## src/hw/shb_pkg.sv

```systemverilog
// package: constants and carriers for the host bus interface
package shb_pkg;
  localparam int unsigned DATA_W       = 8;
  localparam int unsigned REG_NUM      = 16;
  localparam logic [3:0]  REG_PTR      = 4'h0;
  localparam logic [3:0]  REG_VECTOR   = 4'h2;
  localparam logic [3:0]  REG_TXBUF    = 4'h8;
  localparam logic [3:0]  REG_MIC      = 4'h9;
  localparam int unsigned PTR_HI_BIT   = 3;
  localparam int unsigned PTR_F4_BIT   = 4;
  localparam int unsigned PTR_F5_BIT   = 5;
  localparam logic [7:0]  PTR_CLR_MASK = 8'hE0;
  localparam logic [7:0]  REG_RST      = 8'h00;
  localparam int unsigned MIC_VIS_BIT  = 1;
  localparam int unsigned SYNC_STAGES  = 3;
  localparam int unsigned CLK_NS       = 20;
  localparam int unsigned REC_CYC_MIN  = 6;
  localparam int unsigned REC_EXTRA_NS = 130;
  localparam int unsigned REC_CYC      = REC_CYC_MIN + (REC_EXTRA_NS + CLK_NS - 1) / CLK_NS;

  typedef struct packed {
    logic        chan_a;
    logic        data_sel;
    logic [7:0]  wdata;
  } shb_acc_s;

  typedef struct packed {
    logic        we;
    logic        chan_a;
    logic [3:0]  idx;
    logic [7:0]  data;
  } shb_wr_s;
endpackage : shb_pkg

```

## src/hw/shb_host_bus.sv

```systemverilog
// host bus interface: strobe sync, register file, acknowledge cycle
`timescale 1ns/1ps
`default_nettype none
module shb_host_bus
  import shb_pkg::*;
#(
  parameter int unsigned NSRC = 6
)(
  input  wire logic              i_ref_clk,
  input  wire logic              i_resetn,
  input  wire logic              i_cs_n,
  input  wire logic              i_rd_n,
  input  wire logic              i_wr_n,
  input  wire logic              i_irq_acknowledge_n,
  input  wire logic              i_chan_a,
  input  wire logic              i_data_sel,
  input  wire logic [7:0]        i_db,
  input  wire logic              i_chain_enable_in,
  input  wire logic [NSRC-1:0]   i_irq_pending,
  input  wire logic [7:0]        i_rx_data_a,
  input  wire logic [7:0]        i_rx_data_b,
  input  wire logic [7:0]        i_rd_stat_a,
  input  wire logic [7:0]        i_rd_stat_b,
  output logic [7:0]             o_db,
  output logic                   o_db_oe,
  output logic                   o_chain_enable_out,
  output logic [NSRC-1:0]        o_in_service_flag,
  output logic [7:0]             o_shared_vector_reg,
  output logic [7:0]             o_master_interrupt_control_reg,
  output logic [7:0]             o_transmit_buffer_reg_a,
  output logic [7:0]             o_transmit_buffer_reg_b,
  output logic                   o_tx_load_a,
  output logic                   o_tx_load_b,
  output logic [8*REG_NUM-1:0]   o_regs_a,
  output logic [8*REG_NUM-1:0]   o_regs_b,
  output logic                   o_recovery_ok
);
  ////////////////////////////////////////////////////////////////////////////
  // strobe synchronisation
  logic [3:0] syn;
  shb_sync #(.W(4)) u_sync (
    .i_ref_clk (i_ref_clk),
    .i_resetn  (i_resetn),
    .i_async   ({i_cs_n, i_rd_n, i_wr_n, i_irq_acknowledge_n}),
    .i_rst_val (4'hF),
    .o_sync    (syn)
  );
  wire cs_s   = ~syn[3];
  wire rd_s   = ~syn[2];
  wire wr_s   = ~syn[1];
  wire ack_s  = ~syn[0];
  // effective read gated by chip select
  wire rd_act = cs_s & rd_s & ~ack_s;
  // effective write gated by chip select
  wire wr_act = cs_s & wr_s;
  logic rd_d_ff, wr_d_ff, ia_d_ff;
  wire  ia_act  = ack_s & rd_s;
  wire  wr_rise = wr_act & ~wr_d_ff;
  wire  rd_rise = rd_act & ~rd_d_ff;
  wire  ia_rise = ia_act & ~ia_d_ff;
  wire  rd_fall = ~rd_act & rd_d_ff;

  ////////////////////////////////////////////////////////////////////////////
  // register addressing
  logic [7:0] ptr_a_ff, ptr_b_ff;
  logic [7:0] regs_a_ff [REG_NUM];
  logic [7:0] regs_b_ff [REG_NUM];
  logic [7:0] vec_ff, mic_ff;
  wire [7:0] ptr_sel = i_chan_a ? ptr_a_ff : ptr_b_ff;
  function automatic logic [3:0] ptr_idx(input logic [7:0] p);
    ptr_idx = {p[PTR_HI_BIT] & ~p[PTR_F4_BIT] & ~p[PTR_F5_BIT], p[2:0]};
  endfunction : ptr_idx
  // data select goes straight to data register
  wire [3:0] idx     = i_data_sel ? REG_TXBUF : ptr_idx(ptr_sel);
  wire       ind_acc = ~i_data_sel && (ptr_idx(ptr_sel) != REG_PTR);
  wire       is_shrd = (idx == REG_VECTOR) || (idx == REG_MIC);

  ////////////////////////////////////////////////////////////////////////////
  // write path
  integer k;
  always_ff @(posedge i_ref_clk or negedge i_resetn)
    if (!i_resetn)
    begin
      rd_d_ff  <= 1'b0;
      wr_d_ff  <= 1'b0;
      ia_d_ff  <= 1'b0;
      ptr_a_ff <= REG_RST;
      ptr_b_ff <= REG_RST;
      vec_ff   <= REG_RST;
      mic_ff   <= REG_RST;
      for (k = 0; k < REG_NUM; k++)
      begin
        regs_a_ff[k] <= REG_RST;
        regs_b_ff[k] <= REG_RST;
      end
    end
    else
    begin
      rd_d_ff <= rd_act;
      wr_d_ff <= wr_act;
      ia_d_ff <= ia_act;
      if (wr_rise && !ind_acc && !i_data_sel)
      begin
        if (i_chan_a)
          ptr_a_ff <= i_db;
        else
          ptr_b_ff <= i_db;
      end
      else if ((wr_rise || rd_rise) && ind_acc)
      begin
        if (i_chan_a)
          ptr_a_ff <= ptr_a_ff & PTR_CLR_MASK;
        else
          ptr_b_ff <= ptr_b_ff & PTR_CLR_MASK;
      end
      if (wr_rise && (ind_acc || i_data_sel))
      begin
        if (is_shrd && idx == REG_VECTOR)
          vec_ff <= i_db;
        else if (is_shrd)
          mic_ff <= i_db;
        else if (i_chan_a)
          regs_a_ff[idx] <= i_db;
        else
          regs_b_ff[idx] <= i_db;
      end
    end
  assign o_tx_load_a = wr_rise & i_chan_a & (idx == REG_TXBUF) & (ind_acc | i_data_sel);
  assign o_tx_load_b = wr_rise & ~i_chan_a & (idx == REG_TXBUF) & (ind_acc | i_data_sel);

  genvar g;
  generate
    for (g = 0; g < REG_NUM; g++)
    begin : g_regs
      assign o_regs_a[8*g +: 8] = regs_a_ff[g];
      assign o_regs_b[8*g +: 8] = regs_b_ff[g];
    end
  endgenerate
  assign o_shared_vector_reg            = vec_ff;
  assign o_master_interrupt_control_reg = mic_ff;
  assign o_transmit_buffer_reg_a        = regs_a_ff[REG_TXBUF];
  assign o_transmit_buffer_reg_b        = regs_b_ff[REG_TXBUF];

  ////////////////////////////////////////////////////////////////////////////
  // acknowledge cycle and daisy chain
  logic [NSRC-1:0] ius_ff;
  logic            claim_ff;
  logic [7:0]      db_ff;
  logic            oe_ff;
  wire [NSRC-1:0] act_pend = i_irq_pending & ~ius_ff;
  wire [NSRC-1:0] top_src  = act_pend & (~act_pend + 1'b1);
  wire            any_pend = |act_pend;
  // chain settles combinationally before the read strobe
  assign o_chain_enable_out = i_chain_enable_in & ~any_pend & ~(|ius_ff);
  // claim needs pending and chain enable at acknowledge read start
  wire claim    = ia_rise & any_pend & i_chain_enable_in;
  wire vis      = mic_ff[MIC_VIS_BIT];
  wire [7:0] rd_mux = i_data_sel ? (i_chan_a ? i_rx_data_a : i_rx_data_b) :
                      (idx == REG_VECTOR) ? vec_ff :
                      (i_chan_a ? i_rd_stat_a : i_rd_stat_b);
  always_ff @(posedge i_ref_clk or negedge i_resetn)
    if (!i_resetn)
    begin
      ius_ff   <= '0;
      claim_ff <= 1'b0;
      db_ff    <= REG_RST;
      oe_ff    <= 1'b0;
    end
    else
    begin
      if (claim)
        ius_ff <= ius_ff | top_src;
      if (claim)
        claim_ff <= 1'b1;
      else if (!ia_act)
        claim_ff <= 1'b0;
      if (claim)
        db_ff <= vec_ff;
      else if (rd_rise)
        db_ff <= rd_mux;
      if (claim)
        oe_ff <= vis;
      else if (rd_rise)
        oe_ff <= 1'b1;
      else if (!ia_act && !rd_act)
        oe_ff <= 1'b0;
      else if (ia_rise)
        oe_ff <= 1'b0;
    end
  assign o_db              = db_ff;
  assign o_db_oe           = oe_ff;
  assign o_in_service_flag = ius_ff;

  ////////////////////////////////////////////////////////////////////////////
  // recovery watch, informational
  logic [7:0] rec_ff;
  always_ff @(posedge i_ref_clk or negedge i_resetn)
    if (!i_resetn)
      rec_ff <= 8'h00;
    else if (rd_act || wr_act)
      rec_ff <= 8'h00;
    else if (rec_ff != 8'(REC_CYC))
      rec_ff <= rec_ff + 8'h01;
  // host spacing visible to the core
  // only accesses with chip select count
  assign o_recovery_ok = (rec_ff == 8'(REC_CYC));

  ////////////////////////////////////////////////////////////////////////////
  // checks
  claim_ius_a: assert property (@(posedge i_ref_clk) disable iff (!i_resetn)
    claim |=> (ius_ff == ($past(ius_ff) | $past(top_src)))) else $error("ius not set");
  no_claim_a: assert property (@(posedge i_ref_clk) disable iff (!i_resetn)
    (ia_rise && !i_chain_enable_in) |=> ius_ff == $past(ius_ff)) else $error("bad claim");
  float_a: assert property (@(posedge i_ref_clk) disable iff (!i_resetn)
    (ia_rise && !claim) |=> !o_db_oe) else $error("bus driven");
  vec_drv_a: assert property (@(posedge i_ref_clk) disable iff (!i_resetn)
    (claim && vis) |=> (o_db_oe && o_db == $past(vec_ff))) else $error("vector missing");
  ptr_clr_a: assert property (@(posedge i_ref_clk) disable iff (!i_resetn)
    (wr_rise && ind_acc && i_chan_a) |=> ptr_a_ff[4:0] == 5'h00) else $error("ptr kept");
  shared_wr_a: assert property (@(posedge i_ref_clk) disable iff (!i_resetn)
    (wr_rise && ind_acc && idx == REG_VECTOR) |=> vec_ff == $past(i_db)) else $error("vec");
  cs_gate_a: assert property (@(posedge i_ref_clk) disable iff (!i_resetn)
    !cs_s |=> $stable(regs_a_ff[REG_TXBUF])) else $error("write without cs");
  chain_out_a: assert property (@(posedge i_ref_clk) disable iff (!i_resetn)
    any_pend |-> !o_chain_enable_out) else $error("chain passes");
  rec_a: assert property (@(posedge i_ref_clk) disable iff (!i_resetn)
    rd_fall |-> ##[1:8] !o_recovery_ok) else $error("recovery");
  claim_c: cover property (@(posedge i_ref_clk) disable iff (!i_resetn) claim && vis);
  shrd_c:  cover property (@(posedge i_ref_clk) disable iff (!i_resetn) wr_rise && is_shrd);
  data_c:  cover property (@(posedge i_ref_clk) disable iff (!i_resetn) o_tx_load_b);
endmodule : shb_host_bus
`default_nettype wire

```

## src/hw/shb_sync.sv

```systemverilog
// three-stage synchroniser with agreement filter
`timescale 1ns/1ps
`default_nettype none
module shb_sync
  import shb_pkg::*;
#(
  parameter int unsigned W = 4
)(
  input  wire logic         i_ref_clk,
  input  wire logic         i_resetn,
  input  wire logic [W-1:0] i_async,
  input  wire logic [W-1:0] i_rst_val,
  output logic [W-1:0]      o_sync
);
  logic [W-1:0] s1_ff, s2_ff, s3_ff, q_ff;
  wire  [W-1:0] agree = ~(s2_ff ^ s3_ff);
  wire  [W-1:0] nxt_q = (agree & s3_ff) | (~agree & q_ff);
  always_ff @(posedge i_ref_clk or negedge i_resetn)
    if (!i_resetn)
    begin
      s1_ff <= '1;
      s2_ff <= '1;
      s3_ff <= '1;
      q_ff  <= '1;
    end
    else
    begin
      s1_ff <= i_async;
      s2_ff <= s1_ff;
      s3_ff <= s2_ff;
      q_ff  <= nxt_q;
    end
  // i_rst_val unused by design: strobes idle high, reset to ones
  assign o_sync = q_ff | (i_rst_val & ~i_rst_val);
endmodule : shb_sync
`default_nettype wire

```

## config.mk

```make
export PLATFORM = sky130hd
export DESIGN_NAME = shb_host_bus
export DESIGN_NICKNAME = d
export VERILOG_FILES = /design/src/hw/shb_pkg.sv /design/src/hw/shb_host_bus.sv /design/src/hw/shb_sync.sv
export SDC_FILE = /design/constraint.sdc
export NUM_CORES = 1
export LEC_CHECK = 0
export BUFFER_PORTS_ARGS = -buffer_cell sky130_fd_sc_hd__buf_2
export CORE_MARGIN = 3
export CORE_UTILIZATION = 47
export DETAILED_ROUTE_END_ITERATION = 7
export PLACE_DENSITY = 0.78
export SLEW_MARGIN = 10
export SYNTH_ARGS = -nofsm -noshare
export SYNTH_HDL_FRONTEND = slang
export SYNTH_SLANG_ARGS = --single-unit
export TNS_END_PERCENT = 100
```

## constraint.sdc

```tcl
create_clock -name i_ref_clk -period 2.1 [get_ports i_ref_clk]
set_input_delay 0.21 -clock i_ref_clk [delete_from_list [all_inputs] [get_ports i_ref_clk]]
set_output_delay 0.21 -clock i_ref_clk [all_outputs]
set_load 0.005 [all_outputs]
```

==> out/results.tsv, run 1 <==
stage	metric	value	unit
status	status	finished, violations left	
status	violations	setup timing	
power	power_switching	3.435	mW
setup_path	critPathKind	register to output pin	
drt	drc	0	
setup_path	cp_max_fo	3	
clocking	clockRootBuffer	clkbuf_16	
logic_synthesis	synthArstFlopShare	1.000	
logic_synthesis	syn_area	0.01273	mm^2
floorplanning	start_util	0.4829	
placement	dp_slack	-112.1	ps
floorplanning	die_h	170.6	um
power	peakVddDrop	0.0006813	V
setup_path	crit_arrival	1980	ps
logic_synthesis	yosys_warnings	0	
power	power_leakage	9.214	nW
power	power_density	870.1	mW/mm^2
cells_and_area	layout.nets	1326	
sta	holdWs	73.39	ps
placement	post-dp-hpwl	22.93	mm
drt	dr_wl_met3	2.216	mm
setup_path	timing.rr.end	o_regs_a[95]	
drt	drt_iter0_markers	484	
cells_and_area	syn_to_final_growth	31.76	%
clocking	cts-buffers-inserted	34	
sta	fin_crit	2192	ps
cells_and_area	drive_gt1_frac	0.6060	
setup_path	crit_start	ptr_b_ff[4]	
global_routing	track_usage	0.2243	
hold_path	hold_class	input port to register	
clocking	clk_latency	500	ps
logic_synthesis	synth-edff-count	0	
drt	postRouteWirelength	33.58	mm
setup_path	cp-endpoint	o_tx_load_b	
clocking	clk_pin_slew_worst_paths	60	ps
setup_path	worstSetupStartpointType	register	
drt	num_vias	8486	
logic_synthesis	synth_seq_cells	326	
sta	tightest_slew	778.4	ps
global_routing	first_global_vias	8885	
floorplanning	die-area	0.02909	mm^2
floorplanning	num_io_pins	362	
global_routing	grt_max_degree	72	
sta	setup_viol	10	
global_routing	antenna_found_initial	0	
power	internal_power	11.15	mW
floorplanning	die_x	170.6	um
drt	top_layer	met4	
setup_path	timing.rr.start	wr_d_ff	
cells_and_area	diodes	0	
floorplanning	rows	59	
sta	slew_headroom	0.4811	
sta	finClkSkew	18.54	ps
logic_synthesis	synth.distinct_cells	59	
clocking	cts_buffer_depth	3	
setup_path	crit_required	1890	ps
logic_synthesis	synth_area_per_cell	14.43	um^2
job	max_cap_violations	0	
cells_and_area	multi_input_area	0.004218	mm^2
logic_synthesis	ys_seq_area_frac	0.6426	
sta	finalMaxSlewViolations	0	
cells_and_area	register_area	0.008182	mm^2
clocking	h-tree-depth	2	
sta	clock.fmax	0.4562	GHz
drt	wl_per_cell	20.64	um
drt	m1WireLength	13.96	mm
drt	drt-pass1-iter-count	4	
sta	rsz0062_at_grt	yes	
setup_path	reg2reg_depth	5	
clocking	cts.sinks	326	
cells_and_area	n_fill_cell	1942	
global_routing	grt_pass1_wl	51.20	mm
setup_path	crit_path_end_kind	output pin	
power	clock_power_share	0.415	
logic_synthesis	yosys_most_used_dff	dfrtp_1	
power	switching_share	0.2355	
hold_path	hold_depth	2	
logic_synthesis	syn-instance-count	882	
placement	portBuffers	361	
sta	hold_viol_final	0	
drt	dr_wl_met2	16.68	mm
drt	ant_nets	0	
drt	viasPerCell	5.216	
clocking	cts_tree	done	
sta	fin_ws	-92.25	ps
power	comb_power_share	0.106	
placement	gp_congestion	0.8670	
setup_path	r2r_setup_slack	-20	ps
sta	period_share	1.044	
power	seq_power_share	0.479	
global_routing	grt_overflow	0	
floorplanning	core_area	0.02635	mm^2
logic_synthesis	syn_nets	939	
==> Yosys cell counts (3+ instances only) <==
master	number	share of area
o211ai_1	8	0.0047
o21a_1	3	0.0018
mux2_2	234	0.21
or3_1	5	0.0025
maj3_1	4	0.0031
nand3_1	16	0.0063
nand2_1	26	0.0077
o21ai_0	20	0.0079
buf_1	4	0.0012
inv_1	14	0.0041
dfstp_2	16	0.033
nor2_1	23	0.0068
mux2i_1	17	0.013
clkbuf_1	72	0.021
buf_2	7	0.0028
nand3b_1	3	0.0018
o21ai_1	3	0.0012
nand4_1	3	0.0015
a21oi_1	3	0.0012
nor3_1	5	0.0020
nor3_2	4	0.0031
nor2_2	3	0.0015
nand2b_1	10	0.0049
buf_4	16	0.0094
a2bb2oi_1	8	0.0055
dfrtp_1	310	0.61
==> per-stage QoR <==
stage / util / cells / cell area (um^2) / setup TNS (ps) / total power, mW
floorplan: - / 882 / 12730 / 0 / 7.821
global placement: 0.5780 / 1548 / 15230 / -2500 / 8.523
detailed placement: 0.5780 / 1548 / 15230 / -3280 / 8.582
CTS: 0.6313 / 1624 / 16640 / -347.0 / 14.72
global route: 0.6362 / 1627 / 16770 / -1490 / 15.20
finish: 0.6362 / 1627 / 16770 / -245.7 / 14.59
==> critical path, cell delays in order, from the launching register on <==
cell and delay (ps):
dfrtp_1 420, nor4b_4 350, or2_4 180, and3_4 200, buf_6 100, o21bai_4 60, inv_1 60, buf_2 110
==> power groups by stage <==
stage | clock, mW | sequential [mW] | combinational, mW
floorplan | 0 | 7.06 | 0.763
global placement | 0 | 7.07 | 1.46
detailed placement | 0 | 7.08 | 1.50
CTS | 6.20 | 6.98 | 1.54
global route | 6.46 | 7.04 | 1.70
finish | 6.05 | 6.99 | 1.55
==> worst min-delay path by stage <==
stage	start	end	slack (ps)
6_report	i_db[3]	o_regs_a[91]	70
5_1_grt	i_db[3]	o_regs_a[91]	80
4_1_cts	i_db[3]	o_regs_a[91]	60
3_5_place_dp	i_resetn	o_master_interrupt_control_reg[0]	230
3_3_place_gp	i_resetn	o_master_interrupt_control_reg[3]	230
2_1_floorplan	i_resetn	ia_d_ff	-90
==> area by class of cell <==
type / count / area share
Tap cell: 335 / 0.02500
Multi-Input combinational cell: 442 / 0.2515
Clock inverter: 6 / 0.003656
Timing Repair Buffer: 450 / 0.1630
Inverter: 15 / 0.003507
Sequential cell: 326 / 0.4879
Clock buffer: 53 / 0.06537
==> routing by layer <==
| layer | global-route usage | up-vias |
|---|---|---|
| li1 | - | 3800 |
| met1 | 0.2929 | 4344 |
| met2 | 0.3811 | 291 |
| met3 | 0.05337 | 51 |
| met4 | 0.05644 | 0 |
| met5 | 0 | - |
==> cell families (layout without fill, tap and decap cells) <==
family          Yosys count  after routing  synth area share
compound gates           63             63           0.03510
xor+xnor                  4              4          0.002753
fa+ha+maj                 6              6          0.005112
buf+inv                 114            524           0.03903
flops                   326            326            0.6426
mux                     251            251            0.2204
simple gates            118            118           0.05496
==> layout by cell type, fill, tap and decap left out, types with 9 or more instances in the layout <==
cell type	count
dfstp_2	16
nor2_1	20
nand3_1	16
mux2i_1	17
mux2_2	217
buf_12	15
buf_4	56
o21ai_0	19
clkbuf_16	37
clkbuf_8	11
dlygate4sd3_1	11
nand2b_1	9
mux2_4	17
buf_2	359
nand2_1	24
dfrtp_1	307
inv_1	12
==> repair_timing <==
item	4_1_cts	5_1_grt
hold buffers	11	0
endpoints found under the hold margin	57	0
endpoints found under the setup margin	56	117
setup buffers	6	6
pin swaps	5	14
resized for setup	20	33
(Power assumes the default switching activity.)
==> run 2, diff against run 1 <==
Settings changed: ABC_AREA set to 1.
==> run 2 against run 1 <==
The flow now finishes without violations; power rose by 14%; clock skew fell by 6.8 ps; critical path depth rose by 4; sequential share of layout area fell by 0.93 points; cell count rose by 35%; first-iteration DRC count rose by 140%; synthesized cell count rose by 65%; sequential power rose by 7.2%; largest cell class unchanged.
==> out/results.tsv, run 2 <==
stage	metric	value	unit
status	status	completed	
clocking	clk_pin_slew_worst_paths	60	ps
setup_path	reg2reg_depth	11	
setup_path	cp_max_fo	3	
drt	drt_iter0_markers	1142	
drt	viasPerCell	5.287	
logic_synthesis	yosys_most_used_dff	dfrtp_1	
sta	final.setup.tns	0	ps
logic_synthesis	synth_area_leaders	dfrtp_1, nand2_1, nand3_1, dfstp_2, clkbuf_1	
clocking	clockRootBuffer	clkbuf_16	
global_routing	grt_max_degree	70	
placement	gp_congestion	0.9122	
cells_and_area	final_cell_mix	nand2_1, buf_2, dfrtp_1	
logic_synthesis	syn-instance-count	1454	
sta	clock.fmax	0.4819	GHz
floorplanning	rows	60	
hold_path	hold_class	input port to register	
clocking	clk_latency	500	ps
sta	fin_crit	2075	ps
power	internal_power	12.08	mW
job	max_cap_violations	0	
logic_synthesis	synth_common_cells	nand2_1, dfrtp_1, nand3_1, clkbuf_1, o21ai_0	
global_routing	antenna_found_initial	0	
cells_and_area	drive_gt1_frac	0.3215	
sta	tightest_slew	699.4	ps
global_routing	grt_overflow	0	
power	switching_share	0.2755	
logic_synthesis	synth-edff-count	0	
clocking	cts.sinks	326	
setup_path	timing.rr.end	o_regs_a[109]	
logic_synthesis	synth.distinct_cells	31	
floorplanning	die_x	174.0	um
placement	portBuffers	361	
logic_synthesis	syn_nets	1511	
global_routing	track_usage	0.2586	
drt	num_vias	11650	
power	power_leakage	9.964	nW
drt	drc	0	
power	power_density	975.5	mW/mm^2
logic_synthesis	synth.top_cell.area_share	0.5847	
power	clock_power_share	0.387	
placement	post-dp-hpwl	27.88	mm
logic_synthesis	synth_seq_cells	326	
power	power_switching	4.591	mW
clocking	cts_tree	done	
power	peakVddDrop	0.0005818	V
clocking	cts_buffer_depth	3	
placement	dp_slack	32.30	ps
logic_synthesis	synth_area_per_cell	9.125	um^2
sta	finClkSkew	11.78	ps
power	seq_power_share	0.449	
sta	period_share	0.9882	
logic_synthesis	yosysTopAreaCell	dfrtp_1	
drt	drt-pass1-iter-count	5	
cells_and_area	syn_to_final_growth	28.78	%
logic_synthesis	yosys_warnings	0	
hold_path	hold_depth	5	
floorplanning	core_area	0.02733	mm^2
setup_path	critPathKind	register to output pin	
hold_path	hp-start	i_rx_data_a[1]	
setup_path	worstSetupStartpointType	register	
sta	fin_ws	24.71	ps
floorplanning	die_h	174.0	um
setup_path	crit_path_end_kind	output pin	
floorplanning	start_util	0.4855	
sta	hold_viol_final	0	
cells_and_area	n_fill_cell	2255	
sta	setup_viol	0	
global_routing	first_global_vias	11080	
setup_path	timing.rr.start	ptr_a_ff[4]	
power	comb_power_share	0.164	
drt	ant_nets	0	
setup_path	r2r_setup_slack	160	ps
setup_path	crit_arrival	1870	ps
cells_and_area	diodes	0	
sta	slew_headroom	0.5338	
floorplanning	die-area	0.03028	mm^2
floorplanning	num_io_pins	362	
cells_and_area	final_common_cell	nand2_1	
global_routing	grt_pass1_wl	62.85	mm
hold_path	min_to	o_db[1]	
drt	wl_per_cell	19.01	um
clocking	h-tree-depth	2	
logic_synthesis	synthArstFlopShare	1.000	
clocking	cts-buffers-inserted	35	
logic_synthesis	ys_seq_area_frac	0.6164	
cells_and_area	layout.nets	1866	
logic_synthesis	synthMostInstantiatedCell	nand2_1	
setup_path	crit_required	1890	ps
drt	postRouteWirelength	41.89	mm
sta	finalMaxSlewViolations	0	
logic_synthesis	syn_area	0.01327	mm^2
[run 2: critical path, stage by stage, from the launching register on]
cell and delay [ps]:
dfrtp_1 380, inv_1 70, nand2_1 60, nand2_2 120
nand2_4 90, nand2_4 90, inv_4 40, nor2_4 140
nand3_2 80, buf_6 140, inv_2 40, buf_2 100
[run 2: cell families after synthesis]
kind of cell | share of synthesized area
buf+inv | 0.06696
fa+ha+maj | 0.004904
compound gates | 0.02801
simple gates | 0.2777
flops | 0.6164
mux | 0.006036
[run 2: area by class of cell]
cell class / instances / area [um^2] / area share
multi-input combinational: 932 / 4284 / 0.2507
inverter: 60 / 227.7 / 0.01333
tap: 372 / 465.4 / 0.02724
clock buffer: 48 / 1007 / 0.05895
timing repair buffer: 454 / 2730 / 0.1598
sequential: 326 / 8178 / 0.4786
clock inverter: 12 / 193.9 / 0.01135
[run 2: power groups by stage]
stage | registers, mW | logic [mW] | clock network [mW]
after floorplan | 7.52 | 1.32 | 0
after global placement | 7.55 | 2.45 | 0
after detailed placement | 7.56 | 2.54 | 0
after CTS | 7.47 | 2.59 | 6.52
after global routing | 7.56 | 3.01 | 6.81
final | 7.49 | 2.73 | 6.45
[run 2: how the worst max path moves through the flow]
stage                     depth (start not counted)            endpoint                 start  slack, ps
after global routing                              7  o_chain_enable_out  o_in_service_flag[2]        -30
after CTS                                        11         o_tx_load_a           ptr_b_ff[0]          9
after detailed placement                         13       o_regs_a[109]              i_chan_a         30
final                                            11         o_tx_load_b           ptr_b_ff[1]         20
after global placement                           13       o_regs_a[109]              i_chan_a         90
after floorplan                                   7        o_regs_a[13]              register        330
[run 2: what timing repair did]
action	in CTS	in global routing
resized for setup	8	26
endpoints found under the hold margin	56	0
cloned	0	4
endpoints found under the setup margin	2	191
setup buffers	2	15
pin swaps	2	8
hold buffers	10	0
[run 2: metal layers]
metal / GRT usage / routed length (um)
met5: 0 / 0
met4: 0.1113 / 2161
met3: 0.04827 / 3354
met2: 0.4153 / 19810
met1: 0.3466 / 16570
[run 2: per-stage QoR]
step | hold WS, ps | instances | instance area, um^2 | utilization | power [mW]
3_3_place_gp | 201.6 | 2114 | 15430 | 0.5648 | 10.00
6_report | 28.04 | 2204 | 17090 | 0.6253 | 16.67
3_5_place_dp | 215.1 | 2114 | 15430 | 0.5648 | 10.09
2_1_floorplan | -85.59 | 1454 | 13270 | - | 8.834
4_1_cts | 12.84 | 2186 | 16770 | 0.6138 | 16.57
5_1_grt | 40.75 | 2204 | 17090 | 0.6253 | 17.38
